[config.mk]
export PLATFORM = sky130hd
export DESIGN_NAME = tsic_timer
export DESIGN_NICKNAME = d
export VERILOG_FILES = /design/src/hdl/tsic_pkg.sv /design/src/hdl/tsic_timer.sv
export VERILOG_INCLUDE_DIRS = /design/src /design/src/hdl
export SDC_FILE = /design/constraint.sdc
export NUM_CORES = 1
export LEC_CHECK = 0
export ABC_AREA = 1
export BUFFER_PORTS_ARGS = -buffer_cell sky130_fd_sc_hd__buf_2
export CORE_MARGIN = 2
export CORE_UTILIZATION = 25
export CTS_CLUSTER_SIZE = 14
export DETAILED_ROUTE_END_ITERATION = 16
export PLACE_DENSITY = 0.42
export SYNTH_ARGS = -nofsm -noshare
export SYNTH_HDL_FRONTEND = slang
export SYNTH_SLANG_ARGS = --single-unit
[constraint.sdc]
create_clock -name core_clk -period 3.58 [get_ports core_clk]
set_input_delay 0.358 -clock core_clk [delete_from_list [all_inputs] [get_ports core_clk]]
set_output_delay 0.358 -clock core_clk [all_outputs]
set_load 0.02 [all_outputs]
[src/hdl/tsic_map.svh]
`ifndef TSIC_MAP_SVH
`define TSIC_MAP_SVH

// Register addresses on the internal bus
`define TSIC_ADDR_CAP1_HI 8'h20
`define TSIC_ADDR_CAP1_LO 8'h21
`define TSIC_ADDR_CMP1_HI 8'h22
`define TSIC_ADDR_CMP1_LO 8'h23
`define TSIC_ADDR_CAP2_HI 8'h24
`define TSIC_ADDR_CAP2_LO 8'h25
`define TSIC_ADDR_CMP2_HI 8'h26
`define TSIC_ADDR_CMP2_LO 8'h27
`define TSIC_ADDR_CNT_HI 8'h28
`define TSIC_ADDR_CNT_LO 8'h29
`define TSIC_ADDR_ALT_HI 8'h2A
`define TSIC_ADDR_ALT_LO 8'h2B
`define TSIC_ADDR_FLAGS 8'h2E

// Flag register bit positions
`define TSIC_BIT_CAP1_FLAG 7
`define TSIC_BIT_CMP1_FLAG 6
`define TSIC_BIT_OVF_FLAG 5
`define TSIC_BIT_CAP1_PIN 4
`define TSIC_BIT_CAP2_PIN 3
`define TSIC_BIT_CAP2_FLAG 2
`define TSIC_BIT_CMP2_FLAG 1

// Internal flag vector indices
`define TSIC_F_CAP1 0
`define TSIC_F_CAP2 1
`define TSIC_F_CMP1 2
`define TSIC_F_CMP2 3
`define TSIC_F_OVF 4

// Reset values and timing
`define TSIC_CNT_RESET 16'hFFFC
`define TSIC_CNT_MAX 16'hFFFF
`define TSIC_PRESCALE_DIV 4
`define TSIC_PRESCALE_LAST 2'h3

`endif

[src/hdl/tsic_pkg.sv]
package tsic_pkg;

    typedef struct packed {
        logic rd;
        logic wr;
        logic [7:0] addr;
        logic [7:0] wdata;
    } tsic_bus_t;

    typedef struct packed {
        logic edge_select_one;
        logic edge_select_two;
        logic capture_one_irq_en;
        logic capture_two_irq_en;
        logic compare_one_irq_en;
        logic compare_two_irq_en;
        logic overflow_irq_en;
    } tsic_ctl_t;

endpackage : tsic_pkg

[src/hdl/tsic_timer.sv]
// Function
// - Capture-2 edge sets flag, optional interrupt
// - Status then capture-2 low read clears flag
// - Compare-1 match sets flag, optional interrupt
// - Status then compare-1 low access clears
// - Counter wrap sets overflow flag, optional interrupt
// - Status then counter low read clears overflow
// - Status read or write arms overflow clear
// - Status shows both capture input levels
// - Compare-2 flag set, interrupt, cleared via 27
// - Capture 1 latches counter, bytes 20/21
// - Capture 2 latches counter, bytes 24/25
// - Captured value is counter plus one
// - Resolution one count, four bus cycles
// - Every unblocked valid edge overwrites capture register
// - High byte read blocks capture until low
// - Low byte read alone never blocks capture
// - Reset leaves capture contents unchanged
// - Capture interrupt enables gate capture interrupt requests
// - Compare registers read/write, never hardware-altered
// - Any status access is first clear step
// - Status then capture-1 low read clears flag
// - Edge-select one means rising, zero falling
// - Counter advances through divide-by-four prescaler
`timescale 1ns/100ps
`include "tsic_map.svh"

module tsic_timer
    import tsic_pkg::*;
(
    input wire logic core_clk, // 200 MHz bus clock
    input wire logic srst, // Synchronous reset, active high
    input wire logic clk_en, // Freezes all state when low
    input wire tsic_bus_t bus_req, // CPU register access
    input wire tsic_ctl_t ctl, // Edge selects and interrupt enables
    input wire logic capture_input_one, // Capture pin 1, asynchronous
    input wire logic capture_input_two, // Capture pin 2, asynchronous
    output logic [7:0] rd_data, // Read data, valid cycle after rd
    output logic irq_req // Combined timer interrupt request
);

    logic [1:0] pre_q;
    logic [15:0] cnt_q;
    logic [1:0] sync1_q;
    logic [1:0] sync2_q;
    logic [1:0] sync3_q;
    logic [15:0] cap_q [2];
    logic [1:0] cap_inh_q;
    logic [15:0] cmp_q [2];
    logic [1:0] cmp_inh_q;
    logic [4:0] flag_q;
    logic [4:0] arm_q;
    logic [7:0] lo_buf_q;
    logic lo_buf_v_q;
    logic [7:0] rd_data_q;
    logic irq_q;

    logic tick;
    logic acc;
    logic rd_en;
    logic wr_en;
    logic flags_acc;
    logic [1:0] edge_sel;
    logic [1:0] cap_ev;
    logic [1:0] cap_hi_rd;
    logic [1:0] cap_lo_rd;
    logic [1:0] cmp_hi_wr;
    logic [1:0] cmp_lo_wr;
    logic [1:0] cmp_match;
    logic [4:0] set_ev;
    logic [4:0] clr_acc;
    logic [4:0] irq_en;
    logic [7:0] flags_byte;
    logic [7:0] rd_mux;

    assign tick = clk_en && (pre_q == `TSIC_PRESCALE_LAST);
    assign rd_en = clk_en && bus_req.rd;
    assign wr_en = clk_en && bus_req.wr;
    assign acc = rd_en || wr_en;
    assign flags_acc = acc && (bus_req.addr == `TSIC_ADDR_FLAGS);
    assign edge_sel = {ctl.edge_select_two, ctl.edge_select_one};

    assign cap_hi_rd[0] = rd_en && (bus_req.addr == `TSIC_ADDR_CAP1_HI);
    assign cap_hi_rd[1] = rd_en && (bus_req.addr == `TSIC_ADDR_CAP2_HI);
    assign cap_lo_rd[0] = rd_en && (bus_req.addr == `TSIC_ADDR_CAP1_LO);
    assign cap_lo_rd[1] = rd_en && (bus_req.addr == `TSIC_ADDR_CAP2_LO);
    assign cmp_hi_wr[0] = wr_en && (bus_req.addr == `TSIC_ADDR_CMP1_HI);
    assign cmp_hi_wr[1] = wr_en && (bus_req.addr == `TSIC_ADDR_CMP2_HI);
    assign cmp_lo_wr[0] = wr_en && (bus_req.addr == `TSIC_ADDR_CMP1_LO);
    assign cmp_lo_wr[1] = wr_en && (bus_req.addr == `TSIC_ADDR_CMP2_LO);

    // Prescaler and free-running counter
    always_ff @(posedge core_clk) begin
        if (srst) begin
            pre_q <= 2'h0;
            cnt_q <= `TSIC_CNT_RESET;
        end else if (clk_en) begin
            pre_q <= pre_q + 2'h1;
            if (tick) begin
                cnt_q <= cnt_q + 16'h0001;
            end
        end
    end

    // Pin synchronisers; edge logic reads stages two and three only
    always_ff @(posedge core_clk) begin
        if (srst) begin
            sync1_q <= 2'h3;
            sync2_q <= 2'h3;
            sync3_q <= 2'h3;
        end else if (clk_en) begin
            sync1_q <= {capture_input_two, capture_input_one};
            sync2_q <= sync1_q;
            sync3_q <= sync2_q;
        end
    end

    generate
        for (genvar i = 0; i < 2; i++) begin : g_edge
            assign cap_ev[i] = clk_en && (edge_sel[i] ? (sync2_q[i] && !sync3_q[i])
                                                      : (!sync2_q[i] && sync3_q[i]));
        end
    endgenerate

    // Capture registers carry no reset so a reset leaves them intact
    always_ff @(posedge core_clk) begin
        for (int i = 0; i < 2; i++) begin
            if (cap_ev[i] && !cap_inh_q[i]) begin
                cap_q[i] <= cnt_q + 16'h0001;
            end
        end
    end

    // A high read in the same cycle as an edge still lets the edge through
    always_ff @(posedge core_clk) begin
        if (srst) begin
            cap_inh_q <= 2'h0;
        end else begin
            for (int i = 0; i < 2; i++) begin
                if (cap_hi_rd[i]) begin
                    cap_inh_q[i] <= 1'b1;
                end else if (cap_lo_rd[i]) begin
                    cap_inh_q[i] <= 1'b0;
                end
            end
        end
    end

    // Compare storage, no reset and never written by hardware
    always_ff @(posedge core_clk) begin
        for (int i = 0; i < 2; i++) begin
            if (cmp_hi_wr[i]) begin
                cmp_q[i][15:8] <= bus_req.wdata;
            end
            if (cmp_lo_wr[i]) begin
                cmp_q[i][7:0] <= bus_req.wdata;
            end
        end
    end

    // High write holds off compares until the low byte lands
    always_ff @(posedge core_clk) begin
        if (srst) begin
            cmp_inh_q <= 2'h0;
        end else begin
            for (int i = 0; i < 2; i++) begin
                if (cmp_hi_wr[i]) begin
                    cmp_inh_q[i] <= 1'b1;
                end else if (cmp_lo_wr[i]) begin
                    cmp_inh_q[i] <= 1'b0;
                end
            end
        end
    end

    generate
        for (genvar i = 0; i < 2; i++) begin : g_cmp
            assign cmp_match[i] = tick && !cmp_inh_q[i] && (cnt_q == cmp_q[i]);
        end
    endgenerate

    assign set_ev[`TSIC_F_CAP1] = cap_ev[0];
    assign set_ev[`TSIC_F_CAP2] = cap_ev[1];
    assign set_ev[`TSIC_F_CMP1] = cmp_match[0];
    assign set_ev[`TSIC_F_CMP2] = cmp_match[1];
    assign set_ev[`TSIC_F_OVF] = tick && (cnt_q == `TSIC_CNT_MAX);

    assign clr_acc[`TSIC_F_CAP1] = cap_lo_rd[0];
    assign clr_acc[`TSIC_F_CAP2] = cap_lo_rd[1];
    assign clr_acc[`TSIC_F_CMP1] = acc && (bus_req.addr == `TSIC_ADDR_CMP1_LO);
    assign clr_acc[`TSIC_F_CMP2] = acc && (bus_req.addr == `TSIC_ADDR_CMP2_LO);
    assign clr_acc[`TSIC_F_OVF] = rd_en && (bus_req.addr == `TSIC_ADDR_CNT_LO);

    // Arm on any flag access; the alternate counter never disarms or clears
    always_ff @(posedge core_clk) begin
        if (srst) begin
            arm_q <= 5'h00;
        end else if (flags_acc) begin
            arm_q <= flag_q;
        end else begin
            arm_q <= arm_q & ~clr_acc & flag_q;
        end
    end

    always_ff @(posedge core_clk) begin
        if (srst) begin
            flag_q <= 5'h00;
        end else begin
            flag_q <= set_ev | (flag_q & ~(arm_q & clr_acc));
        end
    end

    // Counter low-byte buffer frozen by the first high read
    always_ff @(posedge core_clk) begin
        if (srst) begin
            lo_buf_q <= 8'h00;
            lo_buf_v_q <= 1'b0;
        end else if (rd_en) begin
            if ((bus_req.addr == `TSIC_ADDR_CNT_HI) || (bus_req.addr == `TSIC_ADDR_ALT_HI)) begin
                if (!lo_buf_v_q) begin
                    lo_buf_q <= cnt_q[7:0];
                    lo_buf_v_q <= 1'b1;
                end
            end else if ((bus_req.addr == `TSIC_ADDR_CNT_LO) ||
                         (bus_req.addr == `TSIC_ADDR_ALT_LO)) begin
                lo_buf_v_q <= 1'b0;
            end
        end
    end

    always_comb begin
        flags_byte = 8'h00;
        flags_byte[`TSIC_BIT_CAP1_FLAG] = flag_q[`TSIC_F_CAP1];
        flags_byte[`TSIC_BIT_CAP2_FLAG] = flag_q[`TSIC_F_CAP2];
        flags_byte[`TSIC_BIT_CMP1_FLAG] = flag_q[`TSIC_F_CMP1];
        flags_byte[`TSIC_BIT_CMP2_FLAG] = flag_q[`TSIC_F_CMP2];
        flags_byte[`TSIC_BIT_OVF_FLAG] = flag_q[`TSIC_F_OVF];
        flags_byte[`TSIC_BIT_CAP1_PIN] = sync2_q[0];
        flags_byte[`TSIC_BIT_CAP2_PIN] = sync2_q[1];
    end

    always_comb begin
        unique case (bus_req.addr)
            `TSIC_ADDR_CAP1_HI: rd_mux = cap_q[0][15:8];
            `TSIC_ADDR_CAP1_LO: rd_mux = cap_q[0][7:0];
            `TSIC_ADDR_CMP1_HI: rd_mux = cmp_q[0][15:8];
            `TSIC_ADDR_CMP1_LO: rd_mux = cmp_q[0][7:0];
            `TSIC_ADDR_CAP2_HI: rd_mux = cap_q[1][15:8];
            `TSIC_ADDR_CAP2_LO: rd_mux = cap_q[1][7:0];
            `TSIC_ADDR_CMP2_HI: rd_mux = cmp_q[1][15:8];
            `TSIC_ADDR_CMP2_LO: rd_mux = cmp_q[1][7:0];
            `TSIC_ADDR_CNT_HI, `TSIC_ADDR_ALT_HI: rd_mux = cnt_q[15:8];
            `TSIC_ADDR_CNT_LO, `TSIC_ADDR_ALT_LO: rd_mux = lo_buf_v_q ? lo_buf_q : cnt_q[7:0];
            `TSIC_ADDR_FLAGS: rd_mux = flags_byte;
            default: rd_mux = 8'h00;
        endcase
    end

    always_ff @(posedge core_clk) begin
        if (srst) begin
            rd_data_q <= 8'h00;
        end else if (rd_en) begin
            rd_data_q <= rd_mux;
        end
    end

    assign irq_en[`TSIC_F_CAP1] = ctl.capture_one_irq_en;
    assign irq_en[`TSIC_F_CAP2] = ctl.capture_two_irq_en;
    assign irq_en[`TSIC_F_CMP1] = ctl.compare_one_irq_en;
    assign irq_en[`TSIC_F_CMP2] = ctl.compare_two_irq_en;
    assign irq_en[`TSIC_F_OVF] = ctl.overflow_irq_en;

    always_ff @(posedge core_clk) begin
        if (srst) begin
            irq_q <= 1'b0;
        end else if (clk_en) begin
            irq_q <= |(flag_q & irq_en);
        end
    end

    assign rd_data = rd_data_q;
    assign irq_req = irq_q;
endmodule : tsic_timer

# ---- Word-level counts from Yosys, hierarchy flattened
# Memories as Yosys holds them, arrays and structs flattened.
# Index checks and enable logic that the tools add are counted.
dict set report word_totals {
  reg_bits 56
  ramBits 64
  input_bits 30
  output_inout_bits 9
  wordCells 125
  n_memories 2
}
dict set report classes {
  addsub 2
  eq_ne 17
  mux 30
  n_bitwise 8
  reduce_logical 51
}
# memory words width rd rd_clocked_by_memory_dff wr line_no
set mem_list {}
lappend mem_list {cap_q 2 16 2 0 2 tsic_timer.sv:47} ;# logic [15:0] cap_q [2];
lappend mem_list {cmp_q 2 16 2 0 1 tsic_timer.sv:49} ;# logic [15:0] cmp_q [2];
# op count
set ops {}
lappend ops {{== test 8 x 6 -> 1 bit, second input constant} 13}
lappend ops {{case mux 8 bit (11 select lines)} 1}
lappend ops {{== test 16 bit} 2}
lappend ops {{logical AND 1 bit} 28}
lappend ops {{bitwise AND 5 bit} 5}
lappend ops {{two-way mux 1 bit} 25}
lappend ops {{adder 16 x 1 -> 16 bit, second input constant} 1}
lappend ops {{== test 16 bit, second input constant} 1}
lappend ops {{two-way mux 16 bit} 1}
lappend ops {{OR reduction 16 bit} 1}
lappend ops {{inverter 5 bit} 2}
lappend ops {{nonzero test 2 bit} 5}
lappend ops {{logical NOT 1 bit} 8}
lappend ops {{two-way mux 8 bit} 1}
lappend ops {{AND reduction 2 bit} 3}
lappend ops {{two-way mux 5 bit} 1}
lappend ops {{OR 5 bit} 1}
lappend ops {{OR reduction 5 bit} 1}
lappend ops {{OR reduction 2 bit} 2}
lappend ops {{logical OR 1 bit} 3}
lappend ops {{adder 2 x 1 -> 2 bit, second input constant} 1}
lappend ops {{== test 2 bit, second input constant} 1}
lappend ops {{two-way mux 2 bit} 1}

# ---- Depth between registers and ports, before layout
# Gate-level depths: netlist (run 1).
dict set report logic_depth {
  word_depth 7
  depth_mapped 11
  ltp_nobuf 9
}

# ---- Least setup slack after synthesis (run 1)
# No wires, ideal clock.
dict set report synth_timing {
  path_type {input to register}
  startpoint {input clk_en}
  endpoint {memory cap_q[0][0], enable pin}
  setup_time_ps 388
  arrival_time_ps 1634
  path_slack_ps 1557
  stages 4
  cell_sequence {buf_2 clkbuf_1 a31oi_1 nor2_1}
}
# element line_no
set synth_lines {}
lappend synth_lines {{start: declaration} tsic_timer.sv:33} ;# input wire logic clk_en,
lappend synth_lines {{end: declaration} tsic_timer.sv:47}

==> results of run 1 <==
## worst max-delay path by stage
stage / from / to / cells after the start
finish: cnt_q[1] / cap_q[0][14] / 6
global route: cnt_q[1] / cnt_q[14] / 8
CTS: cnt_q[1] / cap_q[0][14] / 6
detailed placement: bus_req[14] / rd_data[6] / 11
global placement: bus_req[11] / cmp_q[1][12] / 6
floorplan: clk_en / cap_q[0][0] / 4
## power by group through the flow
stage | Clock (mW) | Combinational (mW) | Sequential, mW
floorplan | 0 | 0.111 | 1.51
global placement | 0 | 0.170 | 1.52
detailed placement | 0 | 0.169 | 1.52
CTS | 1.89 | 0.170 | 1.49
global route | 1.96 | 0.187 | 1.49
finish | 1.86 | 0.167 | 1.49
## layout by cell type, fill, tap and decap left out, types with 6 or more instances in the layout
| cell | instances |
|---|---|
| a21oi_1 | 28 |
| nor2_1 | 57 |
| nand2_1 | 157 |
| nor2_4 | 6 |
| nand3_1 | 109 |
| nand4_1 | 9 |
| buf_2 | 38 |
| dfxtp_1 | 56 |
| a21oi_2 | 8 |
| o211ai_1 | 8 |
| o21ai_0 | 26 |
| nor2_2 | 9 |
| xnor2_1 | 10 |
| xor2_1 | 21 |
| inv_1 | 40 |
| clkbuf_16 | 17 |
| edfxtp_1 | 64 |
## registers in the layout, summed over array words and instances (netlist names)
register    cells
cmp_inh_q       2
sync2_q         2
cnt_q          16
cap_q          32
cap_inh_q       2
flag_q          5
lo_buf_q        8
arm_q           5
cmp_q          32
lo_buf_v_q      1
sync1_q         2
irq_req         1
pre_q           2
rd_data         8
sync3_q         2
## final cells by class
cell class | count | area (um^2) | area share
clock buffer | 18 | 429 | 0.0620
clock inverter | 14 | 205 | 0.0297
inverter | 45 | 169 | 0.0244
multi-input combinational | 481 | 2450 | 0.355
sequential | 120 | 3040 | 0.440
tap | 313 | 392 | 0.0566
timing repair buffer | 43 | 228 | 0.0329
## metal layers
metal / track usage / wire length (um)
met5: 0 / 0
met4: 0.0502 / 250
met3: 0.0285 / 840
met2: 0.243 / 8070
met1: 0.228 / 9340
## critical path, delay by kind of cell, from the launching register on
kind                       cells  cell delay (ns)
DFF                            1             0.49
and+or+nand+nor                4             0.67
adders and majority gates      1             0.25
xor gates and xnor gates       1             0.36
## kinds of logic after synthesis
kind of cell | Yosys count
XOR/XNOR | 32
flip-flops | 120
adder cells (fa/ha/maj) | 2
buffers and inverters | 72
AO/OA/AOI/OAI | 83
AND/OR/NAND/NOR | 364
## stage by stage
step | hold slack, ns | cells | power (mW) | utilization | setup WS (ns)
CTS | 0.138 | 1034 | 3.55 | 0.304 | 1.55
finish | 0.149 | 1034 | 3.52 | 0.304 | 1.56
global route | 0.150 | 1034 | 3.64 | 0.304 | 1.35
floorplan | 0.426 | 673 | 1.62 | - | 1.56
detailed placement | 0.444 | 1002 | 1.69 | 0.276 | 1.32
global placement | 0.443 | 1002 | 1.69 | 0.276 | 1.35
==> metrics.md, run 1 <==
| Metric | Value |
|---|---|
| Run status | completed |
| Top post-synthesis cells by count | nand2_1 (157), nand3_1 (109), edfxtp_1 (64) |
| Die Height | 157 um |
| Core area | 22800 um^2 |
| CP arrival | 2.20 ns |
| Seq/Total Area, Yosys | 0.523 |
| Layout Skew | 0.0101 ns |
| Full die area | 24500 um^2 |
| Clock transition at the registers of the reported paths | ~0.06 ns |
| Max incr delay on CP | 0.49 ns |
| Initial antenna violation count | 0 |
| EDFF count, synth | 64 |
| Switching portion of total power | 0.221 |
| Area growth from synthesis to final layout | 18.8% |
| Syn_nets | around 700 |
| Simple logic cell fraction of the synthesized area | 0.284 |
| Slew Viols, Final | 0 |
| P_sw | 0.778 mW |
| Overflow after GRT | 0 |
| Reg2reg start | cnt_q[1] |
| Final hold vios | 0 |
| Hold_sp | capture_input_one |
| GP Congestion | 0.866 |
| Final nets | 740 |
| #FFs+latches synth | 120 |
| Ant. Diodes | 0 |
| GRT Util Overall | 0.159 |
| Critical Path Source Type | flop |
| Syn avg cell area | 8.65 um^2 |
| Setup TNS | 0 ns |
| Fin crit share | 0.564 |
| Top cells by area, synth | edfxtp_1 (33%), dfxtp_1 (19%), nand2_1 (10%) |
| Cell Area, Synth | around 5800 um^2 |
| Cts repair resizes | 0 |
| Final critical-path required period | 2.02 ns |
| Worst min path class | in2reg |
| Routed WL | 18500 um |
| Critical-path cell list | ha_1, nand3_1, nor2_2, nand2_1, nor3_2, xor2_1 |
| Cells on Worst Hold Path | 3 |
| Slowest stage cell, crit path | dfxtp_1 |
| Fill count | 2410 |
| Die Width | approximately 160 um |
| Top_reg_cell synth | edfxtp_1 |
| DR DRC count | 0 |
| Post-synthesis compound-gate area fraction | 0.0840 |
| Slew @ Worst Pin | 1.03 ns |
| CP Data Required Time | 3.76 ns |
| Crit path capture type | flop |
| Mux cell area share after synthesis | 0 |
| Unrepaired setup endpoints after global routing | no |
| Post-CTS Hold Buffers | 0 |
| Slew margin rel. | 0.310 |
| Root Buffer | clkbuf_16 |
| WS Path Type | reg2reg |
| Xor/xnor share of the synthesized area | 0.0494 |
| Total CTS buffers | 17 |
| R2R depth | 6 |
| Worst VDD drop | 0.000308 V |
| Crit path max fanout | 6 |
| Reg2Reg Setup Slack | 1.56 ns |
| Largest family of logic cells by synthesized area | simple AND/OR/NAND/NOR gates |
| Drt initial violations | around 400 |
| Routed vias/inst | 4.57 |
| Max Cap Viol | 0 |
| Share of layout cells above drive strength 1 | 0.150 |
| Clock share of power | 0.529 |
| Pleak | between 2 and 3 nW |
| Clock sink count | 120 |
| Yosys warns | 0 |
| Post-synthesis cell count | 673 |
| Starting Density | 0.256 |
| Largest area contributor in the netlist | edfxtp_1 |
| IO Port Bufs | 38 |
| Vias in the first global route | 4602 |
| P_int | 2.74 mW |
| Drt pass-1 iters | 4 |
| Post-CTS Setup Bufs | 0 |
| Global-route wire length before repair | 28300 um |
| PwrDens | 509 nW/um^2 |
| CTS tree | done |
| Clk buf depth | 2 |
| F_max | 0.496 GHz |
| Top-area cell type share of the netlist area | 0.330 |
| Design Area, Final | 6920 um^2 |
| CTS H-tree depth | 4 |
| Reg power frac | 0.424 |
| Fraction of registers with async set/reset | 0 |
| Clock Latency Late Sink | 0.42 ns |
| Via count | 4723 |
| WHS Endpoint | sync1_q[0] |
| Wire per inst | roughly 18 um |
| Ports | 39 |
| DRT antenna net count | 0 |
| Logic gate share of total power | 0.048 |
| Maximum number of pins on one net before global-route repair | 59 |
| Post-synthesis adder-cell area fraction | 0.00430 |
| R2r endpoint | cap_q[0][14] |
| Post-synth cell types | 36 |
| Row Count | 55 |
| Placement Cell Area | 6290 um^2 |
| Post-DP HPWL | 13700 um |
| Setup Viol. Count Final | 0 |
| Most frequent cell after synthesis | nand2_1 |
Note: power is estimated with default switching activity, not from simulation.
==> run 2: changes to the inputs <==
--- a/config.mk
+++ b/config.mk
@@ -12,7 +12,7 @@
 export CORE_UTILIZATION = 25
 export CTS_CLUSTER_SIZE = 14
 export DETAILED_ROUTE_END_ITERATION = 16
-export PLACE_DENSITY = 0.42
+export PLACE_DENSITY = 0.43
 export SYNTH_ARGS = -nofsm -noshare
 export SYNTH_HDL_FRONTEND = slang
 export SYNTH_SLANG_ARGS = --single-unit
==> constraint.sdc (replaced) <==
create_clock -name core_clk -period 1.7 [get_ports core_clk]
set_input_delay 0.17 -clock core_clk [delete_from_list [all_inputs] [get_ports core_clk]]
set_output_delay 0.17 -clock core_clk [all_outputs]
set_load 0.02 [all_outputs]
==> run 2 against run 1 <==
  * Combinational power rose to 2.6 times the previous value
  * Sequential power rose by 110%
  * Critical path type unchanged
  * Fmax rose by 27%
  * Setup slack got worse by 1.4 ns
  * Critical path depth rose by 2
==> metrics.md, run 2 (synthesized netlist as in run 1, its figures left out) <==
| Metric | Value |
|---|---|
| Run status | completed |
| Crit path max fanout | 4 |
| Reg2reg start | cnt_q[1] |
| Launch point of the worst path | cnt_q[1] |
| Design Area, Final | 7510 um^2 |
| Post-DP HPWL | 14600 um |
| CTS tree | done |
| Total power draw | 7.42 mW |
| Hold_sp | ctl[4] |
| Clk buf depth | 2 |
| Core area | 22800 um^2 |
| Wire per inst | ~17 um |
| Share of layout cells above drive strength 1 | 0.214 |
| Ports | 39 |
| CTS H-tree depth | 4 |
| GP Congestion | 0.898 |
| Full die area | 24500 um^2 |
| Pleak | about 3.0 nW |
| Busiest grt layer | met1 |
| Drt initial violations | 463 |
| Total CTS buffers | 17 |
| F_max | approximately 0.63 GHz |
| Fill count | 2380 |
| Final critical-path required period | 1.58 ns |
| CP arrival | 1.89 ns |
| PwrDens | 988 nW/um^2 |
| Initial antenna violation count | 0 |
| Met3 Track Usage GR | 0.0305 |
| Final nets | 801 |
| Final setup margin | 0.115 ns |
| Max Cap Viol | 0 |
| Clock transition at the registers of the reported paths | 0.06 ns |
| Via count | 4953 |
| Final Non-Filler Cells | 1095 |
| Vias in the first global route | 4510 |
| Global-route wire length before repair | 28500 um |
| Starting Density | 0.256 |
| Clock sink count | 120 |
| Routed WL | 18800 um |
| Fin crit share | 0.932 |
| Dpl cells | 1053 |
| Final hold vios | 0 |
| Met2 Track Usage GR | 0.232 |
| Maximum number of pins on one net before global-route repair | 37 |
| WS Path Type | reg2reg |
| Row Count | 55 |
| Root Buffer | clkbuf_16 |
| Die Height | 157 um |
| Placement Cell Area | 6750 um^2 |
| Slew Viols, Final | 0 |
| CP Data Required Time | 2.01 ns |
| Setup Viol. Count Final | 0 |
| Overflow after GRT | 0 |
| Leading cell type in the layout, fill and taps excluded | nand2_1 |
| Grt met1 use | 0.239 |
| DR DRC count | 0 |
| DRT antenna net count | 0 |
| Slew @ Worst Pin | slightly below 0.5 ns |
| Clock Latency Late Sink | ~0.42 ns |
| Area growth from synthesis to final layout | 28.9% |
| Largest registers | cap_q: 32 flops, cmp_q: 32 flops, cnt_q: 16 flops |
| Worst VDD drop | 0.000633 V |
| Worst min path class | in2reg |
| Slew margin rel. | 0.671 |
| Unrepaired setup endpoints after global routing | yes |
| Post-CTS Setup Bufs | 0 |
| Layout Skew | 0.00753 ns |
| GRT Util Overall | 0.161 |
| Ant. Diodes | 0 |
| Crit path capture type | flop |
| Critical Path Source Type | flop |
| Die Width | 157 um |
| Routed vias/inst | 4.52 |
| Post-Place Worst Slack | approximately 0.035 ns |
| IO Port Bufs | 38 |
| Drt pass-1 iters | 5 |
| Commonest cells after routing, fill and taps aside | nand2_1 (157), nand3_1 (109), edfxtp_1 (64) |
## run 2: final cells by class
type / count / area, um^2 / area share
repair buffers: 104 / 786 / 0.105
clock inverters: 15 / 203 / 0.0270
multi-input cells: 481 / 2490 / 0.332
flip-flops and latches: 120 / 3040 / 0.405
inverters: 45 / 169 / 0.0225
well taps: 313 / 392 / 0.0522
clock buffers: 17 / 425 / 0.0567
## run 2: worst paths after layout
| kind | to | slack [ns] | depth (start not counted) |
|---|---|---|---|
| worst max-delay path | cnt_q[8] | 0.12 | 8 |
| worst max register to register | cnt_q[8] | 0.12 | 8 |
| worst min register to register | lo_buf_q[6] | 0.46 | 2 |
| worst min-delay path | irq_req | 0.06 | 3 |
## run 2: metrics by stage
step	hold slack (ns)	util	setup TNS, ns
floorplan	0.269	-	0
global placement	0.387	0.296	0
detailed placement	0.388	0.296	0
CTS	0.0311	0.328	0
global route	0.0667	0.330	-0.0175
finish	0.0555	0.330	0
## run 2: critical path, stage by stage, from the launching register on
cell and delay (ns):
dfxtp_1 0.38, ha_1 0.18, nand3_1 0.15, nor2_4 0.17, nand2_1 0.10, xor2_1 0.15
buf_4 0.15, a21oi_1 0.11, o21ai_0 0.09
## run 2: what timing repair did
action / 4_1_cts / 5_1_grt
hold buffers: 10 / 0
setup endpoints to repair: 0 / 11
endpoints found under the hold margin: 34 / 0
resized for setup: 0 / 5
## run 2: routing by layer
metal / wire length, um / vias to the layer above
met5: 0 / -
met4: 363 / 0
met3: 989 / 25
met2: 7990 / 159
met1: 9510 / 2284
li1: - / 2485
## run 2: power by group
group          total [mW]  switching [mW]  internal (mW)
Sequential           3.13          0.0357           3.10
Clock                3.85            1.39           2.45
Combinational       0.440           0.276          0.164
==> run 3: changes to the inputs <==
--- a/config.mk
+++ b/config.mk
@@ -13,6 +13,7 @@
 export CTS_CLUSTER_SIZE = 14
 export DETAILED_ROUTE_END_ITERATION = 16
 export PLACE_DENSITY = 0.43
+export RECOVER_POWER = 25
 export SYNTH_ARGS = -nofsm -noshare
 export SYNTH_HDL_FRONTEND = slang
 export SYNTH_SLANG_ARGS = --single-unit
==> run 3 against run 2 <==
  * Sequential share of layout area is 0.10 points higher
  * Final cell count stayed put
  * Register-to-register slack hardly changed
  * Setup slack better by 0.0071 ns
  * Via count is 0.20% higher
  * Largest cell class unchanged
==> metrics.md, run 3 (synthesized netlist as in run 1, its figures left out) <==
| Metric | Value |
|---|---|
| Via count | a little under 5000 |
| Max incr delay on CP | 0.38 ns |
| Layout Skew | between 0.007 and 0.008 ns |
| Run status | completed |
| Crit path capture type | flop |
| Unrepaired setup endpoints after global routing | yes |
| PwrDens | 990 nW/um^2 |
| CTS H-tree depth | 4 |
| Global-route wire length before repair | between 20000 and 30000 um |
| GRT Util Overall | 0.161 |
| Clk buf depth | 2 |
| Core area | 22800 um^2 |
| Routed vias/inst | approximately 4.5 |
| Slowest stage cell, crit path | dfxtp_1 |
| Full die area | 24500 um^2 |
| Top Family by Delay on Critical Path | simple AND/OR/NAND/NOR gates |
| CP arrival | 1.75 ns |
| Setup TNS | 0 ns |
| Ports | 39 |
| Row Count | 55 |
| Setup Viol. Count Final | 0 |
| Max Cap Viol | 0 |
| Crit path max fanout | 4 |
| Slew margin rel. | 0.573 |
| Pleak | 2.96 nW |
| Die Width | 157 um |
| Root Buffer | clkbuf_16 |
| Final critical-path required period | around 1.6 ns |
| Critical Path Source Type | flop |
| Levels on crit path | 7 |
| R2R depth | 7 |
| WS Path Type | reg2reg |
| Final nets | roughly 800 |
| Overflow after GRT | 0 |
| Slew Viols, Final | 0 |
| Leading cell type in the layout, fill and taps excluded | nand2_1 |
| Largest registers | cap_q: 32 flops, cmp_q: 32 flops, cnt_q: 16 flops |
| Post-DP HPWL | 14600 um |
| Worst VDD drop | 0.000636 V |
| Final hold vios | 0 |
| Critical-path cell list | ha_1, nand3_1, nor2_4, nand2_1, nor3_2, xor2_1, buf_4 |
| Ant. Diodes | 0 |
| Clock sink count | 120 |
| Cells on Worst Hold Path | 3 |
| DRT antenna net count | 0 |
| Worst min path class | in2reg |
| Routed WL | around 19000 um |
| Wire per inst | 17.3 um |
| Maximum number of pins on one net before global-route repair | 37 |
| DR DRC count | 0 |
| Initial antenna violation count | 0 |
| Total power draw | 7.41 mW |
| Fin crit share | 0.928 |
| Commonest cells after routing, fill and taps aside | nand2_1 (157), nand3_1 (109), edfxtp_1 (64) |
| Fill count | 2389 |
| CTS tree | done |
| Clock Latency Late Sink | 0.42 ns |
| Total CTS buffers | 17 |
| Area growth from synthesis to final layout | 28.6% |
| CP Data Required Time | 1.88 ns |
| Drt initial violations | about 480 |
| IO Port Bufs | 38 |
| Clock transition at the registers of the reported paths | ~0.060 ns |
| Die Height | 157 um |
| GP Congestion | between 0.8 and 0.9 |
| F_max | 0.634 GHz |
| Drt pass-1 iters | 6 |
| Share of layout cells above drive strength 1 | 0.198 |
| Buf+Inv Stages, Crit Path | 1 |
| Slew @ Worst Pin | around 0.64 ns |
| Starting Density | 0.256 |
| Vias in the first global route | 4510 |
run 3: through the flow:
stage                util  worst slack (ns)  cells  hold WS (ns)  area (um^2)
floorplan               -             0.107    673         0.269         5830
CTS                 0.328            0.0297   1095        0.0311         7480
global route        0.329           -0.0175   1095        0.0667         7490
finish              0.329             0.122   1095        0.0548         7490
detailed placement  0.296            0.0347   1053         0.388         6750
global placement    0.296            0.0439   1053         0.387         6750
run 3: worst paths after layout:
| check | from | endpoint | slack (ns) |
|---|---|---|---|
| worst max-delay path | cnt_q[1] | cap_q[0][30] | 0.12 |
| worst min-delay path | ctl[4] | irq_req | 0.05 |
| worst min register to register | arm_q[1] | arm_q[1] | 0.46 |
| worst max register to register | cnt_q[1] | cap_q[0][30] | 0.12 |
run 3: repair_timing:
item,in CTS,in global routing
hold buffers,10,0
buffers inserted,0,0
endpoints found under the hold margin,34,0
resized for setup,0,5
setup endpoints to repair,0,11
run 3: power by group:
group          switching, mW  total, mW  leakage, nW  internal [mW]
clock network           1.39       3.85        0.293           2.45
logic                  0.276      0.435         1.69          0.159
registers             0.0357       3.13        0.981           3.10
run 3: layout make-up:
class / instances / area (um^2) / share of cell area
multi-input combinational: 481 / 2490 / 0.332
clock buffer: 17 / 425 / 0.0568
timing repair buffer: 104 / 767 / 0.102
sequential: 120 / 3040 / 0.406
clock inverter: 15 / 203 / 0.0271
inverter: 45 / 169 / 0.0226
tap: 313 / 392 / 0.0523
run 3: worst reg2reg max path: cells and delay by family (launching register included):
family	cells	cell delay, ns
AND/OR/NAND/NOR	4	0.54
adder cells (fa/ha/maj)	1	0.18
XOR/XNOR	1	0.08
flip-flops	1	0.38
buffers and inverters	1	0.15
run 3: metal layers:
metal  vias up  GRT usage  routed length [um]
met5         -          0                   0
met4         0     0.0533                 376
met3        28     0.0305                1040
met2       166      0.232                7980
met1      2288      0.239                9510
li1       2481          -                   -
